$ cat config.mk
export PLATFORM = sky130hd
export DESIGN_NAME = stu_core
export DESIGN_NICKNAME = d
export VERILOG_FILES = /design/src/core/stu_pkg.sv /design/src/core/stu_core.sv
export VERILOG_INCLUDE_DIRS = /design/src /design/src/core
export SDC_FILE = /design/constraint.sdc
export NUM_CORES = 1
export LEC_CHECK = 0
export BUFFER_PORTS_ARGS = -buffer_cell sky130_fd_sc_hd__buf_4
export CAP_MARGIN = 20
export CORE_MARGIN = 3
export CORE_UTILIZATION = 50
export CTS_BUF_LIST = sky130_fd_sc_hd__clkbuf_16
export DETAILED_ROUTE_END_ITERATION = 7
export PLACE_DENSITY = 0.71
export SYNTH_ARGS = -nofsm -noshare
export SYNTH_HDL_FRONTEND = slang
export SYNTH_SLANG_ARGS = --single-unit
$ cat constraint.sdc
create_clock -name sys_clk_i -period 6.8 [get_ports sys_clk_i]
set_clock_uncertainty 0.1 [all_clocks]
set_input_delay 1.36 -clock sys_clk_i [delete_from_list [all_inputs] [get_ports sys_clk_i]]
set_output_delay 1.36 -clock sys_clk_i [all_outputs]
set_load 0.02 [all_outputs]
$ cat src/core/stu_defs.svh
// Constants of the stack transfer unit: opcodes, field positions, timings
`ifndef STU_DEFS_SVH
`define STU_DEFS_SVH

// Prefix and opcode bytes
`define STU_OP_PFX_FIRST 8'hdd
`define STU_OP_PFX_SECOND 8'hfd
`define STU_OP_STORE_ABS 8'h22
`define STU_OP_LOAD_SP 8'hf9
`define STU_OP_PUSH_IDX 8'he5
`define STU_OP_POP_IDX 8'he1

// Stack pair opcode pattern 11qqxxxx
`define STU_PSEL_HI 5
`define STU_PSEL_LO 4
`define STU_GRP_HI 7
`define STU_GRP_LO 6
`define STU_GRP_STACK 2'h3
`define STU_TAIL_PUSH 4'h5
`define STU_TAIL_POP 4'h1

// Clock states per machine cycle, one clock per state
`define STU_T_FETCH 3'h4
`define STU_T_MEM 3'h3
`define STU_T_EXT_SP 3'h2
`define STU_T_EXT_PUSH 3'h1

// Reset values
`define STU_RST_WORD 16'h0000
`define STU_RST_BYTE 8'h00

`endif

$ cat src/core/stu_pkg.sv
// Types shared by the stack transfer unit and its bench
package stu_pkg;

    // Sequencer states, one per kind of machine cycle
    typedef enum logic [3:0] {
        STU_ST_IDLE = 4'h0,
        STU_ST_FETCH = 4'h1,
        STU_ST_EXT = 4'h2,
        STU_ST_ADR_LO = 4'h3,
        STU_ST_ADR_HI = 4'h4,
        STU_ST_STO_LO = 4'h5,
        STU_ST_STO_HI = 4'h6,
        STU_ST_PUSH_HI = 4'h7,
        STU_ST_PUSH_LO = 4'h8,
        STU_ST_POP_LO = 4'h9,
        STU_ST_POP_HI = 4'ha
    } stu_state_e;

    // Active prefix of the instruction in flight
    typedef enum logic [1:0] {
        STU_PFX_NONE = 2'h0,
        STU_PFX_FIRST = 2'h1,
        STU_PFX_SECOND = 2'h2
    } stu_pfx_e;

    // Preload target selector
    typedef enum logic [2:0] {
        STU_SEL_PAIR_ZERO = 3'h0,
        STU_SEL_PAIR_ONE = 3'h1,
        STU_SEL_PAIR_TWO = 3'h2,
        STU_SEL_ACCUM_FLAGS = 3'h3,
        STU_SEL_FIRST_INDEX = 3'h4,
        STU_SEL_SECOND_INDEX = 3'h5,
        STU_SEL_STACK_POINTER = 3'h6,
        STU_SEL_PROG_COUNTER = 3'h7
    } stu_sel_e;

    // Memory cycle request towards external memory
    typedef struct packed {
        logic [15:0] addr;
        logic [7:0] wdata;
        logic rd;
        logic wr;
    } stu_mem_s;

    // Architectural register view
    typedef struct packed {
        logic [15:0] pair_zero;
        logic [15:0] pair_one;
        logic [15:0] pair_two;
        logic [15:0] accum_flags_pair;
        logic [15:0] first_index_register;
        logic [15:0] second_index_register;
        logic [15:0] stack_pointer;
        logic [15:0] prog_counter;
    } stu_regs_s;

endpackage : stu_pkg

$ cat src/core/stu_core.sv
// Stack transfer unit: sequencer for index store, stack pointer loads, push and pop
`timescale 1ns/1ps
`include "stu_defs.svh"

// How it works
// - FD 22 nn stores second index, low first
// - F9 copies pair_two into stack pointer
// - DD F9 copies first index, 4,6 states
// - FD F9 copies second index, 4,6 states
// - Pair push: high at sp-1, low at sp-2
// - Bits 5:4 pick zero, one, two, accum
// - DD E5 pushes first index, 4,5,3,3
// - FD E5 pushes second index, same timing
// - Sixteen-bit pointer, push down, pop up
// - Pair pop: low at sp, high at sp+1
// - DD E1 pops first index, 4,4,3,3
// - Second index pop, 4,4,3,3 states
module stu_core
    import stu_pkg::*;
(
    // Clock and reset
    input wire logic sys_clk_i,
    input wire logic reset_n_i,
    // Instruction start and status
    input wire logic start_i,
    output logic busy_o,
    output logic done_o,
    output logic illegal_o,
    output logic mcycle_start_o,
    // Register preload while idle
    input wire logic load_en_i,
    input wire stu_sel_e load_sel_i,
    input wire logic [15:0] load_val_i,
    // External memory
    output stu_mem_s mem_o,
    input wire logic [7:0] mem_rdata_i,
    // Register view
    output stu_regs_s regs_o
);

    // Reset release synchroniser
    logic [1:0] rst_sync_q;
    wire rst_n = rst_sync_q[1];
    // Sequencer
    stu_state_e state_q, state_d;
    logic [2:0] tcnt_q, tcnt_d;        // States left in this machine cycle
    stu_pfx_e pfx_q, pfx_d;
    logic [7:0] op_q, op_d;            // Opcode after the prefix
    logic [15:0] nn_q, nn_d;           // Absolute operand address
    logic [7:0] lo_q, lo_d;            // Low byte held during a pop
    // Architectural registers
    logic [15:0] pair_q [4];           // Indexed by stack_pair_select
    logic [15:0] pair_d [4];
    logic [15:0] first_index_q, first_index_d;
    logic [15:0] second_index_q, second_index_d;
    logic [15:0] sp_q, sp_d;
    logic [15:0] pc_q, pc_d;
    // Registered outputs
    stu_mem_s mem_q, mem_d;
    logic done_q, done_d;
    logic illegal_q, illegal_d;
    logic mstart_q, mstart_d;
    // Decode of the byte arriving at the end of a fetch
    wire [7:0] byte_in = mem_rdata_i;
    wire end_of_cycle = (tcnt_q == 3'h0);
    wire is_pfx_first = (byte_in == `STU_OP_PFX_FIRST);
    wire is_pfx_second = (byte_in == `STU_OP_PFX_SECOND);
    wire no_pfx = (pfx_q == STU_PFX_NONE);
    wire grp_stack = (byte_in[`STU_GRP_HI:`STU_GRP_LO] == `STU_GRP_STACK);
    wire dec_load_sp = (byte_in == `STU_OP_LOAD_SP);
    wire dec_store = (pfx_q == STU_PFX_SECOND) && (byte_in == `STU_OP_STORE_ABS);
    wire dec_push = no_pfx ? (grp_stack && byte_in[3:0] == `STU_TAIL_PUSH)
                           : (byte_in == `STU_OP_PUSH_IDX);
    wire dec_pop = no_pfx ? (grp_stack && byte_in[3:0] == `STU_TAIL_POP)
                          : (byte_in == `STU_OP_POP_IDX);
    // Source and target selection for the latched opcode
    wire [1:0] pair_sel = op_q[`STU_PSEL_HI:`STU_PSEL_LO];
    wire [15:0] index_val = (pfx_q == STU_PFX_FIRST) ? first_index_q : second_index_q;
    wire [15:0] src_val = no_pfx ? pair_q[pair_sel] : index_val;
    wire [15:0] sp_dec = sp_q - 16'h0001;
    wire [15:0] sp_inc = sp_q + 16'h0001;
    wire [15:0] pc_inc = pc_q + 16'h0001;
    wire [15:0] nn_inc = nn_q + 16'h0001;

    // Handshake status
    assign busy_o = (state_q != STU_ST_IDLE);

    // Next-state and datapath
    always_comb begin
        state_d = state_q;
        tcnt_d = end_of_cycle ? tcnt_q : tcnt_q - 3'h1;
        pfx_d = pfx_q;
        op_d = op_q;
        nn_d = nn_q;
        lo_d = lo_q;
        pair_d = pair_q;
        first_index_d = first_index_q;
        second_index_d = second_index_q;
        sp_d = sp_q;
        pc_d = pc_q;
        mem_d = mem_q;
        done_d = 1'b0;
        illegal_d = 1'b0;
        mstart_d = 1'b0;
        // Flags in accum_flags_pair change only by preload or a pop into that pair
        case (state_q)
            STU_ST_IDLE: begin
                // Preload path, refused while busy
                if (load_en_i) begin
                    case (load_sel_i)
                        STU_SEL_FIRST_INDEX: first_index_d = load_val_i;
                        STU_SEL_SECOND_INDEX: second_index_d = load_val_i;
                        STU_SEL_STACK_POINTER: sp_d = load_val_i;
                        STU_SEL_PROG_COUNTER: pc_d = load_val_i;
                        default: pair_d[load_sel_i[1:0]] = load_val_i;
                    endcase
                end
                // A program counter preload at start still lands; the fetch uses the old value
                if (start_i) begin
                    state_d = STU_ST_FETCH;
                    tcnt_d = `STU_T_FETCH - 3'h1;
                    pfx_d = STU_PFX_NONE;
                    mem_d = '{addr: pc_q, wdata: `STU_RST_BYTE, rd: 1'b1, wr: 1'b0};
                    mstart_d = 1'b1;
                end
            end
            STU_ST_FETCH: begin
                if (end_of_cycle) begin
                    pc_d = pc_inc;
                    mem_d.rd = 1'b0;
                    mstart_d = 1'b1;
                    if (no_pfx && (is_pfx_first || is_pfx_second)) begin
                        // Prefix byte: fetch the opcode proper
                        pfx_d = is_pfx_first ? STU_PFX_FIRST : STU_PFX_SECOND;
                        tcnt_d = `STU_T_FETCH - 3'h1;
                        mem_d = '{addr: pc_inc, wdata: `STU_RST_BYTE, rd: 1'b1, wr: 1'b0};
                    end else begin
                        op_d = byte_in;
                        if (dec_load_sp) begin
                            // Stretch this cycle to six states
                            state_d = STU_ST_EXT;
                            tcnt_d = `STU_T_EXT_SP - 3'h1;
                            mstart_d = 1'b0;
                        end else if (dec_push) begin
                            // One extra state to step the pointer
                            state_d = STU_ST_EXT;
                            tcnt_d = `STU_T_EXT_PUSH - 3'h1;
                            mstart_d = 1'b0;
                        end else if (dec_store) begin
                            state_d = STU_ST_ADR_LO;
                            tcnt_d = `STU_T_MEM - 3'h1;
                            mem_d = '{addr: pc_inc, wdata: `STU_RST_BYTE, rd: 1'b1, wr: 1'b0};
                        end else if (dec_pop) begin
                            state_d = STU_ST_POP_LO;
                            tcnt_d = `STU_T_MEM - 3'h1;
                            mem_d = '{addr: sp_q, wdata: `STU_RST_BYTE, rd: 1'b1, wr: 1'b0};
                        end else begin
                            // Not an instruction of this group
                            state_d = STU_ST_IDLE;
                            illegal_d = 1'b1;
                            done_d = 1'b1;
                            mstart_d = 1'b0;
                        end
                    end
                end
            end
            STU_ST_EXT: begin
                if (end_of_cycle) begin
                    mstart_d = 1'b1;
                    if (op_q == `STU_OP_LOAD_SP) begin
                        // Whole word copy, no memory cycle
                        sp_d = no_pfx ? pair_q[2] : index_val;
                        state_d = STU_ST_IDLE;
                        done_d = 1'b1;
                        mstart_d = 1'b0;
                    end else begin
                        // High byte goes to the first decremented address
                        sp_d = sp_dec;
                        state_d = STU_ST_PUSH_HI;
                        tcnt_d = `STU_T_MEM - 3'h1;
                        mem_d = '{addr: sp_dec, wdata: src_val[15:8], rd: 1'b0, wr: 1'b1};
                    end
                end
            end
            STU_ST_PUSH_HI: begin
                if (end_of_cycle) begin
                    // Low byte goes one lower
                    sp_d = sp_dec;
                    state_d = STU_ST_PUSH_LO;
                    tcnt_d = `STU_T_MEM - 3'h1;
                    mem_d = '{addr: sp_dec, wdata: src_val[7:0], rd: 1'b0, wr: 1'b1};
                    mstart_d = 1'b1;
                end
            end
            STU_ST_POP_LO: begin
                if (end_of_cycle) begin
                    // Low byte read, pointer steps up
                    lo_d = byte_in;
                    sp_d = sp_inc;
                    state_d = STU_ST_POP_HI;
                    tcnt_d = `STU_T_MEM - 3'h1;
                    mem_d = '{addr: sp_inc, wdata: `STU_RST_BYTE, rd: 1'b1, wr: 1'b0};
                    mstart_d = 1'b1;
                end
            end
            STU_ST_POP_HI: begin
                if (end_of_cycle) begin
                    // High byte read, pointer steps up again
                    sp_d = sp_inc;
                    if (no_pfx) begin
                        pair_d[pair_sel] = {byte_in, lo_q};
                    end else if (pfx_q == STU_PFX_FIRST) begin
                        first_index_d = {byte_in, lo_q};
                    end else begin
                        second_index_d = {byte_in, lo_q};
                    end
                    state_d = STU_ST_IDLE;
                    mem_d.rd = 1'b0;
                    done_d = 1'b1;
                end
            end
            STU_ST_ADR_LO: begin
                if (end_of_cycle) begin
                    // Operand address arrives low byte first
                    nn_d[7:0] = byte_in;
                    pc_d = pc_inc;
                    state_d = STU_ST_ADR_HI;
                    tcnt_d = `STU_T_MEM - 3'h1;
                    mem_d = '{addr: pc_inc, wdata: `STU_RST_BYTE, rd: 1'b1, wr: 1'b0};
                    mstart_d = 1'b1;
                end
            end
            STU_ST_ADR_HI: begin
                if (end_of_cycle) begin
                    nn_d[15:8] = byte_in;
                    pc_d = pc_inc;
                    state_d = STU_ST_STO_LO;
                    tcnt_d = `STU_T_MEM - 3'h1;
                    mem_d = '{addr: {byte_in, nn_q[7:0]}, wdata: second_index_q[7:0],
                              rd: 1'b0, wr: 1'b1};
                    mstart_d = 1'b1;
                end
            end
            STU_ST_STO_LO: begin
                if (end_of_cycle) begin
                    // High byte to the next address up
                    state_d = STU_ST_STO_HI;
                    tcnt_d = `STU_T_MEM - 3'h1;
                    mem_d = '{addr: nn_inc, wdata: second_index_q[15:8],
                              rd: 1'b0, wr: 1'b1};
                    mstart_d = 1'b1;
                end
            end
            STU_ST_PUSH_LO, STU_ST_STO_HI: begin
                // Last write cycle of a push or a store
                if (end_of_cycle) begin
                    state_d = STU_ST_IDLE;
                    mem_d.wr = 1'b0;
                    done_d = 1'b1;
                end
            end
            default: begin
                state_d = STU_ST_IDLE;
                mem_d.rd = 1'b0;
                mem_d.wr = 1'b0;
            end
        endcase
    end

    // Reset release through two flops
    always_ff @(posedge sys_clk_i or negedge reset_n_i) begin
        if (!reset_n_i) begin
            rst_sync_q <= 2'h0;
        end else begin
            rst_sync_q <= {rst_sync_q[0], 1'b1};
        end
    end

    // Register pairs, one per stack_pair_select code
    for (genvar i = 0; i < 4; i++) begin : g_pair
        always_ff @(posedge sys_clk_i or negedge rst_n) begin
            if (!rst_n) begin
                pair_q[i] <= `STU_RST_WORD;
            end else begin
                pair_q[i] <= pair_d[i];
            end
        end
    end

    // Sequencer and remaining registers
    always_ff @(posedge sys_clk_i or negedge rst_n) begin
        if (!rst_n) begin
            state_q <= STU_ST_IDLE;
            tcnt_q <= 3'h0;
            pfx_q <= STU_PFX_NONE;
            op_q <= `STU_RST_BYTE;
            nn_q <= `STU_RST_WORD;
            lo_q <= `STU_RST_BYTE;
            first_index_q <= `STU_RST_WORD;
            second_index_q <= `STU_RST_WORD;
            sp_q <= `STU_RST_WORD;
            pc_q <= `STU_RST_WORD;
            mem_q <= '0;
            done_q <= 1'b0;
            illegal_q <= 1'b0;
            mstart_q <= 1'b0;
        end else begin
            state_q <= state_d;
            tcnt_q <= tcnt_d;
            pfx_q <= pfx_d;
            op_q <= op_d;
            nn_q <= nn_d;
            lo_q <= lo_d;
            first_index_q <= first_index_d;
            second_index_q <= second_index_d;
            sp_q <= sp_d;
            pc_q <= pc_d;
            mem_q <= mem_d;
            done_q <= done_d;
            illegal_q <= illegal_d;
            mstart_q <= mstart_d;
        end
    end

    // Output wiring
    assign mem_o = mem_q;
    assign done_o = done_q;
    assign illegal_o = illegal_q;
    assign mcycle_start_o = mstart_q;
    assign regs_o = '{pair_zero: pair_q[0], pair_one: pair_q[1], pair_two: pair_q[2],
                      accum_flags_pair: pair_q[3], first_index_register: first_index_q,
                      second_index_register: second_index_q, stack_pointer: sp_q,
                      prog_counter: pc_q};

endmodule : stu_core

==> results.txt <==
outcome: finished with violations
failing checks: DRC
Tot GR Track Use: 0.368
layout cell share with drive strength beyond 1: 0.203
fmax: 259 MHz
Leak: 6.10 nW
Slew headroom: 0.255
Boundary Pins: 189
number of port buffers: 188
count of final setup violators: 0
clock power share: 0.135
crit path launch type: flop
clock sinks: 200
detailed placement HPWL: 38.9 mm
DRT Pass-1 Iters: 8
Required @ worst endpoint: 5.34 ns
initial core utilization: 0.513
CORE AREA: 25400 sq um
Pwr per Cell Area: 531 nW/um^2
die width: 167 microns
post-cts repair resize count: 0
cells on worst reg2reg path: 8
CP Capture Type: output port
max cap viols: 0
CP max stage cell: nor4_2
crit path cell chain: buf_4 -> nor4_2 -> inv_1 -> buf_4
P&R area growth vs syn: 16.9%
CP bufs+invs: 3
1st-iter DRT viols: 2377
antenna violations before repair: 1
final max-slew violation count: 0
Final Power: 8.08 mW
period utilization: 0.569
Mapped Avg Cell Area: 8.54 sq um
pin count of the biggest net entering global routing: 135
sequential fraction of the synthesis area: 0.384
Die Span Y: 167 microns
hold crit path type: reg2reg
vias: 13800
hold endpoint: rst_sync_q[1]
Worst-path clk slew: 0.09 ns
Std-Cell Rows: 58
drt wl/cell: 27.0 microns
total CTS buffers: 17
Final TNS setup: 0 ns
die area: 28000 sq um
post-CTS setup buffer count: 0
H-tree depth: 4
largest area contributor in the netlist: dfrtp_1
Ys Warns: 0
final hold vios: 0
part of the power in registers: 0.308
reg-to-reg setup timing slack: 3.17 ns
Final Util: 0.599
Tightest Pin Transition: 1.11 ns
Congestion Overflow GR: 0
hold path cells: 0
Main synth FF type: dfrtp_1
Worst VDD drop: 0.238 mV
DRT Wirelength: 53.2 mm
hold buffers post-CTS: 0
Final ANT Viol Nets: 0
Skew-Pair Late Insertion Delay: 0.46 ns
slowest cell delay on critical path: 0.67 ns
number of global-route vias before repair: 13000
crit-path max FO: 37
first-pass GRT wire length: 80.8 mm
ant diodes: 0
number of flops mapped to enable cells by yosys: 0
Yosys top cell area share: 0.384
largest delay contributor family on the critical path: buffers and inverters
r2r startpoint: state_q[1]
hold path start: rst_sync_q[0]
Worst path most repeated cell: buf_4
RSZ-0062 raised after global routing: false
final net count: 1665
#FFs+latches synth: 200
Switching Fraction: 0.512
Synth Instances: 1525
RR Endpoint: sp_q[13]
count of unique library cells instantiated by Yosys: 84
Place WS: 2.62 ns
final setup margin: 2.93 ns
Power Internal: 3.94 mW
DRC viols: 2
Root Buffer Master: clkbuf_16
Final min period: 3.87 ns
via density per instance: 6.99
combinational share of power: 0.557
Clock Tree Buf Depth: 2
area of the mapped netlist: 13000 sq um
FFs w/ async S/R, synth: 1.00
crit path DAT: 2.41 ns
GPL Wtd Cong: 1.05
Crit Path Class: reg2out
Switching Power: 4.13 mW
Synth area leaders: dfrtp_1, o21ai_0, nand2_1
post-synth net total: 1563
CTS tree: built
layout by cell type, fill, tap and decap left out, drive strengths merged, types with 27 or more instances in the layout:
| cell type | instances |
|---|---|
| inv | 48 |
| nand3 | 53 |
| buf | 221 |
| a31oi | 55 |
| a21oi | 69 |
| mux2 | 27 |
| o221ai | 46 |
| dfrtp | 200 |
| o21a | 44 |
| nand2b | 28 |
| o21ai | 132 |
| nor2 | 128 |
| nand2 | 174 |
| xnor2 | 32 |
metal layers:
| metal | global-route usage | up-vias | part of all wire |
|---|---|---|---|
| met4 | 0.188 | 2 | 0.059 |
| met5 | 0 | - | 0.00036 |
| met1 | 0.486 | 6751 | 0.39 |
| met3 | 0.0793 | 183 | 0.10 |
| li1 | - | 5894 | - |
| met2 | 0.574 | 940 | 0.45 |
Yosys cell counts, types with 5 or more instances:
library cell  instances
ha_1                  7
dfrtp_1             200
nor4_1               24
a32oi_1              20
a22oi_1              12
o22a_1               16
buf_2                17
a21boi_0              5
mux4_2               16
nand3_1              52
buf_1                 6
nor2b_1              12
inv_1                39
mux2i_1               7
o2111ai_1             7
nor2_1              127
o31ai_1              13
and3_1                8
o21a_1               44
xnor2_1              32
a221o_1               5
a221oi_1             12
and2_1                8
o221ai_1             46
or3_1                 5
a2bb2oi_1             7
mux2_2               27
o21ai_0             132
or2_2                 7
a2111oi_0             5
and4_1                5
nand4_1              19
nor3_1               22
a21oi_1              69
o22ai_1              20
a211oi_1             12
nand2b_1             28
nand2_1             174
a31o_2                7
a31oi_1              55
a22o_1                5
clkbuf_1            112
xor2_1               11
o211ai_1              5
power groups by stage:
stage | combinational, mW | clock (mW) | sequential [mW]
after detailed placement | 4.38 | 0 | 2.47
after global routing | 4.78 | 1.14 | 2.55
final | 4.50 | 1.09 | 2.49
after floorplan | 2.51 | 0 | 2.57
after global placement | 4.34 | 0 | 2.48
after CTS | 4.41 | 1.09 | 2.45
worst max-delay path by stage:
stage / start / to / slack, ns / depth (start not counted)
3_3_place_gp: mem_rdata_i[6] / mem_o[11] / 2.65 / 9
6_report: state_q[0] / busy_o / 2.93 / 4
4_1_cts: state_q[0] / busy_o / 2.95 / 4
3_5_place_dp: mem_rdata_i[6] / mem_o[11] / 2.62 / 9
5_1_grt: state_q[0] / busy_o / 2.83 / 4
2_1_floorplan: rst_sync_q[1] / done_o / 0.71 / 0
flip-flops by register name (all words and copies together), names as in the netlist, 3 cells and up:
signal,cells
tcnt_q,3
nn_q,16
second_index_q,16
mem_o,26
regs_o,64
sp_q,16
first_index_q,16
lo_q,8
pc_q,16
op_q,8
state_q,4
layout make-up:
class / count / area (sq um)
multi-input combinational: 1147 / 7350
clock inverter: 15 / 190
inverter: 40 / 150
fill: 2258 / 10200
tap: 330 / 413
sequential: 200 / 5010
clock buffer: 17 / 425
timing repair buffer: 221 / 1680
kinds of logic (layout without fill, tap and decap cells):
kind of cell | count (synthesis) | count (layout) | synth area share
AOI/OAI and AO/OA | 523 | 523 | 0.274
xor gates and xnor gates | 43 | 43 | 0.0289
adders and majority gates | 7 | 7 | 0.00673
buffers and inverters | 178 | 293 | 0.0547
DFF | 200 | 200 | 0.384
muxes | 50 | 50 | 0.0564
other | 1 | 1 | 0.000288
and+or+nand+nor | 523 | 523 | 0.195
metrics by stage:
stage          std cells  area (sq um)  hold WS [ns]
4_1_cts             1970         15200         0.270
3_5_place_dp        1938         14600         0.239
5_1_grt             1970         15200         0.288
2_1_floorplan       1525         13000         0.231
3_3_place_gp        1937         14600         0.240
6_report            1970         15200         0.265
(Power assumes the default switching activity.)
